$ cat config.mk
export PLATFORM = sky130hd
export DESIGN_NAME = effective_address_generator
export DESIGN_NICKNAME = d
export VERILOG_FILES = /design/src/verilog/ea_pkg.sv /design/src/verilog/ea_add_if.sv /design/src/verilog/effective_address_generator.sv /design/src/verilog/ea_adder.sv /design/src/verilog/sign_ext.sv
export SDC_FILE = /design/constraint.sdc
export NUM_CORES = 1
export LEC_CHECK = 0
export BUFFER_PORTS_ARGS = -buffer_cell sky130_fd_sc_hd__buf_2
export CAP_MARGIN = 0
export CORE_UTILIZATION = 55
export CTS_BUF_LIST = sky130_fd_sc_hd__clkbuf_16
export DETAILED_ROUTE_END_ITERATION = 16
export GPL_ROUTABILITY_DRIVEN = 0
export GPL_TIMING_DRIVEN = 0
export PLACE_DENSITY_LB_ADDON = 0.2
export SETUP_SLACK_MARGIN = 0.15
export SLEW_MARGIN = 5
export SYNTH_ARGS = -nofsm -noshare
export SYNTH_HDL_FRONTEND = slang
export SYNTH_SLANG_ARGS = --single-unit
$ cat constraint.sdc
create_clock -name core_clk -period 8.8 [get_ports core_clk]
set_clock_uncertainty 0.1 [all_clocks]
set_input_delay 0.88 -clock core_clk [delete_from_list [all_inputs] [get_ports core_clk]]
set_output_delay 0.88 -clock core_clk [all_outputs]
set_load 0.005 [all_outputs]
$ cat src/verilog/ea_pkg.sv
// Package: widths, modes, reset values and limits of the effective-address generator
// What this block does
// RULE_01: Every mode yields 16-bit low address joined with 4-bit bank into 20 bits.
// RULE_02: Bank crossings move only effective-address bits 19:16; stored bank fields stay.
// RULE_03: Byte and word immediate: effective address is the operand's own location.
// RULE_04: Add-immediate forms sign-extend byte immediate to 16 bits, then add to target.
// RULE_05: Multiply-accumulate splits byte immediate into two signed 4-bit index offsets.
// RULE_06: Push and pull multiple use byte immediate as a register selection mask.
// RULE_07: Bank extended mode: extended bank field above the 16-bit operand word.
// RULE_08: Full absolute mode takes a 20-bit address from a 24-bit operand field.
// RULE_09: Short indexed: unsigned byte offset added to bank field and index register.
// RULE_10: Word indexed: signed word offset added to bank field and index register.
// RULE_11: Long indexed: signed 20-bit offset from 24-bit field added to index.
// RULE_12: Implied mode fetches no operand from memory.
// RULE_13: Accumulator offset: E sign-extended to 20 bits plus index; D untouched.
// RULE_14: Taken branches add signed byte or word offset to program bank and counter.
// RULE_15: Post-modified mode uses X bank and index first, then adds signed byte.
// RULE_16: Lowest 512 bytes of bank 0 are reserved for exception vectors.
// RULE_17: Z bank field and Z index are loaded from reset vectors after reset.
// RULE_18: Address sums wrap modulo 2**20; signed offsets sign-extend to 20 bits.
// RULE_19: Address layout: bank in bits 19:16, byte address in bits 15:0.
package ea_pkg;

  localparam int ADDR_W = 20;
  localparam int BANK_W = 4;
  localparam int WORD_W = 16;
  localparam int OPND_W = 24;
  localparam int BANK_LSB = 16;
  localparam int MAC_X_LSB = 4;
  localparam int MAC_Y_LSB = 0;
  localparam logic [ADDR_W-1:0] VECTOR_LIMIT = 20'h00200;
  localparam logic [BANK_W-1:0] Z_BANK_RESET = 4'h0;
  localparam logic [WORD_W-1:0] Z_INDEX_RESET = 16'h0000;

  typedef enum logic [3:0] {
    byte_immediate_mode         = 4'h0,
    word_immediate_mode         = 4'h1,
    bank_extended_mode          = 4'h2,
    full_absolute_mode          = 4'h3,
    short_unsigned_indexed_mode = 4'h4,
    word_signed_indexed_mode    = 4'h5,
    long_signed_indexed_mode    = 4'h6,
    implied_mode                = 4'h7,
    accumulator_offset_mode     = 4'h8,
    post_modified_mode          = 4'h9,
    short_relative_mode         = 4'ha,
    long_relative_mode          = 4'hb
  } addr_mode_e;

  typedef enum logic [1:0] {
    index_x = 2'h0,
    index_y = 2'h1,
    index_z = 2'h2
  } index_sel_e;

  typedef enum logic [1:0] {
    plain_immediate      = 2'h0,
    add_immediate        = 2'h1,
    multiply_accumulate  = 2'h2,
    push_pull_multiple   = 2'h3
  } special_e;

endpackage

$ cat src/verilog/ea_add_if.sv
// Interface: operands and result of one 20-bit address adder
`timescale 1ns/10ps
`default_nettype none
interface ea_add_if;
  logic [19:0] base;
  logic [19:0] offset;
  logic [19:0] sum;
  logic        crossed;
  modport adder (input base, input offset, output sum, output crossed);
  modport user  (output base, output offset, input sum, input crossed);
endinterface : ea_add_if
`default_nettype wire

$ cat src/verilog/effective_address_generator.sv
// Module: effective-address generation for all addressing modes
`timescale 1ns/10ps
`default_nettype none
module effective_address_generator (
  input  wire logic                        core_clk,
  input  wire logic                        reset_n,
  input  wire logic                        req_valid,
  input  wire ea_pkg::addr_mode_e          mode,
  input  wire ea_pkg::index_sel_e          index_sel,
  input  wire ea_pkg::special_e            special,
  input  wire logic [ea_pkg::OPND_W-1:0]   operand_field,
  input  wire logic [ea_pkg::ADDR_W-1:0]   operand_location,
  input  wire logic                        branch_taken,
  input  wire logic [ea_pkg::WORD_W-1:0]   program_counter,
  input  wire logic [ea_pkg::BANK_W-1:0]   program_bank_field,
  input  wire logic [ea_pkg::BANK_W-1:0]   extended_bank_field,
  input  wire logic [ea_pkg::BANK_W-1:0]   x_bank_field,
  input  wire logic [ea_pkg::BANK_W-1:0]   y_bank_field,
  input  wire logic [ea_pkg::WORD_W-1:0]   first_index_register,
  input  wire logic [ea_pkg::WORD_W-1:0]   second_index_register,
  input  wire logic [ea_pkg::WORD_W-1:0]   accumulator_e,
  input  wire logic [ea_pkg::WORD_W-1:0]   add_target,
  input  wire logic [ea_pkg::BANK_W-1:0]   z_reset_bank,
  input  wire logic [ea_pkg::WORD_W-1:0]   z_reset_index,
  input  wire logic                        z_write,
  input  wire logic [ea_pkg::ADDR_W-1:0]   z_write_value,
  output logic                             ready,
  output logic                             ea_valid,
  output logic      [ea_pkg::ADDR_W-1:0]   effective_address,
  output logic                             bank_crossed,
  output logic                             operand_fetch,
  output logic                             vector_area_hit,
  output logic                             branch_go,
  output logic                             x_index_write,
  output logic      [ea_pkg::WORD_W-1:0]   x_index_next,
  output logic                             add_result_valid,
  output logic      [ea_pkg::WORD_W-1:0]   add_result,
  output logic                             mac_offsets_valid,
  output logic      [3:0]                  mac_x_offset,
  output logic      [3:0]                  mac_y_offset,
  output logic                             stack_mask_valid,
  output logic      [7:0]                  stack_mask,
  output logic      [ea_pkg::BANK_W-1:0]   z_bank_field,
  output logic      [ea_pkg::WORD_W-1:0]   third_index_register
);
  import ea_pkg::*;

  typedef struct packed {
    logic              z_ready;
    logic [BANK_W-1:0] z_bank;
    logic [WORD_W-1:0] z_index;
    logic              ea_valid;
    logic [ADDR_W-1:0] ea;
    logic              crossed;
    logic              fetch;
    logic              vector_hit;
    logic              branch_go;
    logic              x_wr;
    logic [WORD_W-1:0] x_next;
    logic              add_valid;
    logic [WORD_W-1:0] add_res;
    logic              mac_valid;
    logic [3:0]        mac_x;
    logic [3:0]        mac_y;
    logic              mask_valid;
    logic [7:0]        mask;
  } state_s;

  state_s st_q;
  state_s st_d;

  logic              taken;
  logic [ADDR_W-1:0] index_base;
  logic [ADDR_W-1:0] pc_base;
  logic [ADDR_W-1:0] e_ext;
  logic [ADDR_W-1:0] word_ext;
  logic [ADDR_W-1:0] byte_ext;

  ea_add_if main_bus ();
  ea_add_if post_bus ();

  ea_adder u_main_adder (
    .bus (main_bus)
  );

  ea_adder u_post_adder (
    .bus (post_bus)
  );

  sign_ext #(.IN_W(WORD_W), .OUT_W(ADDR_W)) u_e_ext (
    .value_in  (accumulator_e),
    .value_out (e_ext)
  );

  sign_ext #(.IN_W(WORD_W), .OUT_W(ADDR_W)) u_word_ext (
    .value_in  (operand_field[WORD_W-1:0]),
    .value_out (word_ext)
  );

  sign_ext #(.IN_W(8), .OUT_W(ADDR_W)) u_byte_ext (
    .value_in  (operand_field[7:0]),
    .value_out (byte_ext)
  );

  // Requests are dropped until the Z vectors have been taken
  assign taken = req_valid && st_q.z_ready;

  assign pc_base = {program_bank_field, program_counter}; // RULE_19

  always_comb begin
    case (index_sel)
      index_y: index_base = {y_bank_field, second_index_register}; // RULE_19
      index_z: index_base = {st_q.z_bank, st_q.z_index};
      default: index_base = {x_bank_field, first_index_register};
    endcase
  end

  // Adder operands by mode
  always_comb begin
    main_bus.base = index_base;
    main_bus.offset = '0;
    post_bus.base = {x_bank_field, first_index_register};
    post_bus.offset = byte_ext; // RULE_15
    case (mode)
      short_unsigned_indexed_mode: begin
        main_bus.offset = {12'h000, operand_field[7:0]}; // RULE_09
      end
      word_signed_indexed_mode: begin
        main_bus.offset = word_ext; // RULE_10
      end
      long_signed_indexed_mode: begin
        // Top nibble of the 24-bit field is zero padding
        main_bus.offset = operand_field[ADDR_W-1:0]; // RULE_11
      end
      accumulator_offset_mode: begin
        main_bus.offset = e_ext; // RULE_13
      end
      short_relative_mode: begin
        main_bus.base = pc_base;
        main_bus.offset = byte_ext; // RULE_14
      end
      long_relative_mode: begin
        main_bus.base = pc_base;
        main_bus.offset = word_ext; // RULE_14
      end
      default: begin
        main_bus.offset = '0;
      end
    endcase
  end

  always_comb begin
    st_d = st_q;
    st_d.ea_valid = 1'b0;
    st_d.x_wr = 1'b0;
    st_d.add_valid = 1'b0;
    st_d.mac_valid = 1'b0;
    st_d.mask_valid = 1'b0;
    if (!st_q.z_ready) begin
      // Vectors sampled on the first edge after release, never under reset
      st_d.z_bank = z_reset_bank; // RULE_17
      st_d.z_index = z_reset_index; // RULE_17
      st_d.z_ready = 1'b1;
    end else begin
      if (z_write) begin
        st_d.z_bank = z_write_value[ADDR_W-1:BANK_LSB];
        st_d.z_index = z_write_value[WORD_W-1:0];
      end
      if (taken) begin
        st_d.ea_valid = 1'b1;
        st_d.fetch = 1'b1;
        st_d.crossed = 1'b0;
        st_d.branch_go = 1'b0;
        case (mode)
          byte_immediate_mode: begin
            st_d.ea = operand_location; // RULE_03
            case (special)
              add_immediate: begin
                st_d.add_valid = 1'b1;
                st_d.add_res = add_target + byte_ext[WORD_W-1:0]; // RULE_04
              end
              multiply_accumulate: begin
                st_d.mac_valid = 1'b1;
                st_d.mac_x = operand_field[MAC_X_LSB+3:MAC_X_LSB]; // RULE_05
                st_d.mac_y = operand_field[MAC_Y_LSB+3:MAC_Y_LSB]; // RULE_05
              end
              push_pull_multiple: begin
                st_d.mask_valid = 1'b1;
                st_d.mask = operand_field[7:0]; // RULE_06
              end
              default: begin
                st_d.add_valid = 1'b0;
              end
            endcase
          end
          word_immediate_mode: begin
            st_d.ea = operand_location; // RULE_03
          end
          bank_extended_mode: begin
            st_d.ea = {extended_bank_field, operand_field[WORD_W-1:0]}; // RULE_07
          end
          full_absolute_mode: begin
            st_d.ea = operand_field[ADDR_W-1:0]; // RULE_08
          end
          short_unsigned_indexed_mode,
          word_signed_indexed_mode,
          long_signed_indexed_mode,
          accumulator_offset_mode: begin
            st_d.ea = main_bus.sum; // RULE_01
            st_d.crossed = main_bus.crossed; // RULE_02
          end
          implied_mode: begin
            st_d.ea = '0;
            st_d.fetch = 1'b0; // RULE_12
          end
          post_modified_mode: begin
            st_d.ea = {x_bank_field, first_index_register}; // RULE_15
            st_d.x_wr = 1'b1;
            // Bank field left alone; only the index moves
            st_d.x_next = post_bus.sum[WORD_W-1:0]; // RULE_15
          end
          short_relative_mode,
          long_relative_mode: begin
            st_d.fetch = 1'b0;
            if (branch_taken) begin
              st_d.ea = main_bus.sum; // RULE_14
              st_d.crossed = main_bus.crossed;
              st_d.branch_go = 1'b1;
            end else begin
              st_d.ea = pc_base;
            end
          end
          default: begin
            st_d.ea_valid = 1'b0;
            st_d.fetch = 1'b0;
          end
        endcase
        // Flags data access into the vector table
        st_d.vector_hit = st_d.fetch && (st_d.ea < VECTOR_LIMIT); // RULE_16
      end
    end
  end

  always_ff @(posedge core_clk or negedge reset_n) begin
    if (!reset_n) begin
      st_q <= '0;
      st_q.z_bank <= Z_BANK_RESET;
      st_q.z_index <= Z_INDEX_RESET;
    end else begin
      st_q <= st_d;
    end
  end

  assign ready = st_q.z_ready;
  assign ea_valid = st_q.ea_valid;
  assign effective_address = st_q.ea;
  assign bank_crossed = st_q.crossed;
  assign operand_fetch = st_q.fetch;
  assign vector_area_hit = st_q.vector_hit;
  assign branch_go = st_q.branch_go;
  assign x_index_write = st_q.x_wr;
  assign x_index_next = st_q.x_next;
  assign add_result_valid = st_q.add_valid;
  assign add_result = st_q.add_res;
  assign mac_offsets_valid = st_q.mac_valid;
  assign mac_x_offset = st_q.mac_x;
  assign mac_y_offset = st_q.mac_y;
  assign stack_mask_valid = st_q.mask_valid;
  assign stack_mask = st_q.mask;
  assign z_bank_field = st_q.z_bank;
  assign third_index_register = st_q.z_index;
endmodule // effective_address_generator
`default_nettype wire

$ cat src/verilog/ea_adder.sv
// Module: 20-bit wrapping address adder with bank-crossing flag
`timescale 1ns/10ps
`default_nettype none
module ea_adder (
  ea_add_if.adder bus
);
  // Carry out of bit 19 is dropped on purpose
  assign bus.sum = bus.base + bus.offset; // RULE_18
  assign bus.crossed = (bus.sum[19:16] != bus.base[19:16]); // RULE_02
endmodule // ea_adder
`default_nettype wire

$ cat src/verilog/sign_ext.sv
// Module: parameterised sign extension
`timescale 1ns/10ps
`default_nettype none
module sign_ext #(
  parameter int IN_W  = 8,
  parameter int OUT_W = 20
) (
  input  wire logic [IN_W-1:0]  value_in,
  output logic      [OUT_W-1:0] value_out
);
  assign value_out = {{(OUT_W-IN_W){value_in[IN_W-1]}}, value_in}; // RULE_18
endmodule // sign_ext
`default_nettype wire

After elaboration in Yosys (flattened, before gate mapping)
Cells that the tools add are included. Widths: inputs -> output; s select.

Equality and inequality tests: 18. Reductions and logical operators: 14. Mux-type cells: 25. Magnitude comparators: 1. Add/sub/neg operators: 3.

Operator list (count): $mux 77 (2); $pmux 20 s7 (1); $mux 20 (6); $pmux 20 s5 (1); $pmux 20 s2 (1); $mux 35 (1); $add 16x16->16 (2); $add 20x20->20 (1); $lt 20x10->1 const B (1); $mux 9 (2); $mux 17 (1); $eq 4x3->1 const B (4); $eq 4x4->1 const B (4); $mux 16 (1); $reduce_and 4->1 (3); $reduce_or 12->1 (1); $reduce_or 9->1 (1); $eq 4x2->1 const B (2); $mux 1 (8); $eq 2x2->1 const B (3); $reduce_or 2->1 (3); $eq 2x1->1 const B (2); $eq 4x1->1 const B (1); $logic_not 4->1 (1); 7 further kinds (8).

Flip-flop bits (word level): 98. Input bits: 193. Output and inout port bits: 98.

Depth between registers and ports, before layout
Word-level depth: 12. Mapped depth: 20. Gate-level depth less buffers: 18.

By module
Synthesis repeated with hierarchy kept, for this count alone.

Cells, all modules: 1046. Area total of the unflattened synthesis: 8838.5 um^2.

Modules (own cells, without submodules): effective_address_generator (times used 1, cells an instance 720, area each 6441.2 um^2); ea_adder (times used 2, cells an instance 133, area each 973.4 um^2); sign_ext (times used 3, cells an instance 20, area each 150.1 um^2).

Worst setup path after synthesis
Ideal clock, no wire load.

Path kind: input to register. Start: input port mode[1]. End: register st_q (netlist bit vector_area_hit). Setup slack: 4.037 ns. Path buffers: 4. Arrival: 4.598 ns. Cell stages on the path: 19. Data required time: 8.634 ns. Cell sequence: buf_2 -> buf_2 -> buf_2 -> buf_1 -> nand2_1 -> nand3b_1 -> nand2_1 -> a22oi_1 -> inv_1 -> ha_1 -> a211oi_2 -> o21a_4 -> a21oi_4 -> or3_1 -> a211oi_2 -> xor2_1 -> o21ai_1 -> nor4_1 -> a31o_1.

Word-level cells in the longest chain between the ends: 10. Elaborated cells on any way between the ends: 29. Those cells by class: add/sub (1); order compare (1); eq/ne (11); mux (9); reduce/logical (7).

Ends and longest elaborated chain: start: declaration (RTL line effective_address_generator.sv:8) `input wire ea_pkg::addr_mode_e mode,`; $eq 4x4->1 or $eq 4x3->1 (tied branches) (RTL line effective_address_generator.sv:124, effective_address_generator.sv:174); $reduce_or 2->1 (no line); $pmux 20 s5 or $mux 20 (tied branches) (RTL line effective_address_generator.sv:124) `case (mode)`; $add 20x20->20 (RTL line ea_adder.sv:8) `assign bus.sum = bus.base + bus.offset;`; $mux 20 (RTL line effective_address_generator.sv:225) `if (branch_taken) begin`; $pmux 20 s7 (RTL line effective_address_generator.sv:174) `case (mode)`; $mux 20 (RTL line effective_address_generator.sv:169) `if (taken) begin`; $mux 20 (RTL line effective_address_generator.sv:159) `if (!st_q.z_ready) begin`; $lt 20x10->1 (RTL line effective_address_generator.sv:239) `st_d.vector_hit = st_d.fetch && (st_d.ea < VECTOR_LIMIT);`; $logic_and 1x1->1 * (RTL line effective_address_generator.sv:239); end signal: assignment (RTL line effective_address_generator.sv:250) `st_q <= st_d;`; end: declaration (RTL line effective_address_generator.sv:69) `state_s st_q;`.

Mark *: on every way between the ends. The rest lies on a longest branch, timed or not. The select of a mux whose other input is x is not followed. A chain may end at the register's enable or synchronous reset.

Worst setup path in the final report
Ends and elaborated chain as after synthesis.

==> flow_metrics.tcl <==
set metrics [dict create \
    status "finished, final reports clean" \
    crit_type "primary input to flop" \
    hp-class "flop to flop" \
    wire_per_inst_um 19.2 \
    grt_max_degree 60 \
    drtAntennaViolNets 0 \
    synth_area_leaders "dfrtp_1 32%, ha_1 8.3%, a21oi_1 5.5%" \
    grt_pass1_vias 7841 \
    cts.path.max_buffers 2 \
    cts_resized 0 \
    synth-edff-count 0 \
    worst_hold_slack_ns 0.369 \
    fp.coreArea_sq_um 13500 \
    synth-async-reset-ratio 1.00 \
    synth_seq_cells 98 \
    power_density_nw_per_um2 150 \
    nets 1453 \
    io_pins 291 \
    ys.flop_type "dfrtp_1" \
    drive_gt1_frac 0.284 \
    report.final.hold_viol_count 0 \
    ys_warn_count 0 \
    die_area_sq_um 14500 \
    fin_setup_tns_ns 0 \
    seq_area_frac_synth 0.319 \
    grtUsageTotal 0.365 \
    cts_setup_buffers 0 \
    use_met1 0.445 \
    cts_made_buffers 9 \
    crit_chain "buf_2 > and3b_1 > clkbuf_1 > clkbuf_1 > clkbuf_1 > clkbuf_1 > nand2_1 > o21ai_0 > ha_1 > a211oi_1 > o21bai_2 > or3_1 > o211ai_1 > a31oi_2 > xor2_1 > xnor2_1 > a221oi_1 > a31o_1" \
    crit_arrival_ns 5.51 \
    syn_inst 911 \
    areaGrowthSynthToFinish_pct 25.5 \
    synth.net_count 1158 \
    critPathMostFrequentCell "clkbuf_1" \
    maxCapViolCount 0 \
    path_clk_slew_ns 0.07 \
    start_kind "primary input" \
    vdd_drop_max_v 0.000123 \
    start_util 0.572 \
    min_period_over_period 0.604 \
    met3_usage 0.0892 \
    row_count 42 \
    grt-busiest-layer "met2" \
    fin_cells 1389 \
    final_cell_mix "289 x buf_2, 108 x nand2_1, 98 x dfrtp_1, 84 x a21oi_1, 82 x nor2_1" \
    viasPerCell 6.07 \
    crit_fanout 10 \
    avgSynthCellArea_sq_um 8.45 \
    dp.cells 1371 \
    port_buffers 283 \
    htreeDepth 3 \
    fmax_ghz 0.188 \
    leakage_nw 4.85 \
    clk_latency_ns 0.36 \
    grt_overflow 0 \
    num_vias 8429 \
    drt_iter0_drc 641 \
    tightestPinTransition_ns 1.01 \
    endpoint_kind "flop" \
    netlist_area_sq_um 7690 \
    critPathSlowestCell "clkbuf_1" \
    setup_viol 0 \
    total_power_w 0.00145 \
    rsz0062_at_grt "false" \
    hold_buffers 0 \
    synthDistinctLibCells 72 \
    finalMaxSlewViolations 0 \
    grt_pass1_wl_mm 40.3 \
    max_stage_delay_ns 0.43 \
    drt-total-wl_mm 26.6 \
    clock-root-buffer "clkbuf_16" \
    cts.sinks 98 \
    drc 0 \
    required_ns 9.00 \
    place.detailed.hpwl_mm 21.5 \
    dr.pass1.iters 5 \
    grt_antenna_before_repair 3 \
    die_h_um 120 \
    max-slew-margin-rel 0.325 \
    grt_util_met2 0.614 \
    final_common_cell "buf_2" \
    layout_min_cycle_time_ns 5.31 \
    synth_top_cell_area_share 0.319 \
    cts_tree "yes" \
    yosysTopAreaCell "dfrtp_1" \
    die_w_um 120 \
]
==> registers in the layout, summed over array words and instances (netlist names), named ones only <==
register              count
add_result               16
add_result_valid          1
bank_crossed              1
branch_go                 1
ea_valid                  1
effective_address        11
mac_offsets_valid         1
mac_x_offset              4
mac_y_offset              4
operand_fetch             1
ready                     1
stack_mask                8
stack_mask_valid          1
third_index_register     16
vector_area_hit           1
x_index_next             16
x_index_write             1
z_bank_field              4
==> critical path, delay by kind of cell <==
kind                       cells  cell delay (ns)
and+or+nand+nor                3             0.65
adders and majority gates      1             0.32
xor gates and xnor gates       2             0.33
buffers and inverters          5             1.69
AOI/OAI and AO/OA              7             1.63
==> synthesized netlist by cell type, drive strengths merged (2+ instances only) <==
cell / count
a222oi: 5
o31ai: 8
a21o: 9
o21ai: 79
or2: 6
mux2: 15
ha: 51
nor3: 20
dfrtp: 98
clkbuf: 36
a211o: 3
a21oi: 86
a221o: 8
nor2b: 11
or3: 6
o21a: 20
nand2b: 6
a221oi: 13
a31oi: 4
a22o: 10
nand3: 12
nor4b: 3
xnor2: 22
inv: 29
nand2: 108
nor3b: 7
nand3b: 3
a211oi: 10
buf: 13
nor2: 82
and3: 5
o21bai: 4
and2: 2
nor4: 3
fa: 3
and3b: 2
o211ai: 10
a31o: 2
mux2i: 38
a22oi: 22
a41oi: 4
o31a: 4
xor2: 13
a21boi: 4
==> through the flow <==
step | setup WS, ns | area (sq um) | utilization
after global placement | 3.27 | 9330 | 0.694
after detailed placement | 3.24 | 9360 | 0.696
after floorplan | 4.04 | 7690 | -
after global routing | 3.13 | 9660 | 0.718
after CTS | 3.59 | 9650 | 0.718
final | 3.49 | 9660 | 0.718
==> path summary, 6_finish.rpt <==
path	endpoint	startpoint	slack [ns]	cells past startpoint
hold reg to reg	add_result[0]$_DFFE_PN0P_	add_result[0]$_DFFE_PN0P_	0.37	2
min in group asynchronous	stack_mask[5]$_DFFE_PN0P_	reset_n	0.39	1
max in group asynchronous	add_result[12]$_DFFE_PN0P_	reset_n	7.52	2
setup reg to reg	vector_area_hit$_DFFE_PN0P_	third_index_register[1]$_DFFE_PN0P_	4.92	14
setup / recovery	vector_area_hit$_DFFE_PN0P_	mode[1]	3.49	18
hold / removal	add_result[0]$_DFFE_PN0P_	add_result[0]$_DFFE_PN0P_	0.37	2
==> final cells by class <==
| cell class | instances | area (sq um) |
|---|---|---|
| Clock inverter | 6 | 66.3 |
| Timing Repair Buffer | 284 | 1450 |
| Fill cell | 1174 | 3790 |
| Tap cell | 176 | 220 |
| Inverter | 30 | 113 |
| Antenna cell | 3 | 7.51 |
| Buffer | 49 | 208 |
| Multi-Input combinational cell | 734 | 4920 |
| Sequential cell | 98 | 2450 |
| Clock buffer | 9 | 225 |
==> cells by family after synthesis <==
kind of cell / Yosys count / synth area share
fa+ha+maj: 54 / 0.0907
other cells: 1 / 0.000487
compound gates: 312 / 0.269
flops: 98 / 0.319
simple gates: 279 / 0.168
xor+xnor: 35 / 0.0398
mux: 53 / 0.0714
buf+inv: 79 / 0.0416
==> metal layers <==
metal,routed length (um),vias up,share of wire
li1,-,3935,-
met1,10400,3963,0.39
met2,12600,452,0.47
met3,2490,79,0.093
met4,1070,0,0.040
met5,0,-,0
==> power by group <==
part | switching, W | internal (W)
combinational | 0.000277 | 0.000227
sequential | 0.0000358 | 0.000513
clock | 0.000180 | 0.000220
total | 0.000493 | 0.000961
No activity file was read; power rests on OpenSTA's default activity.
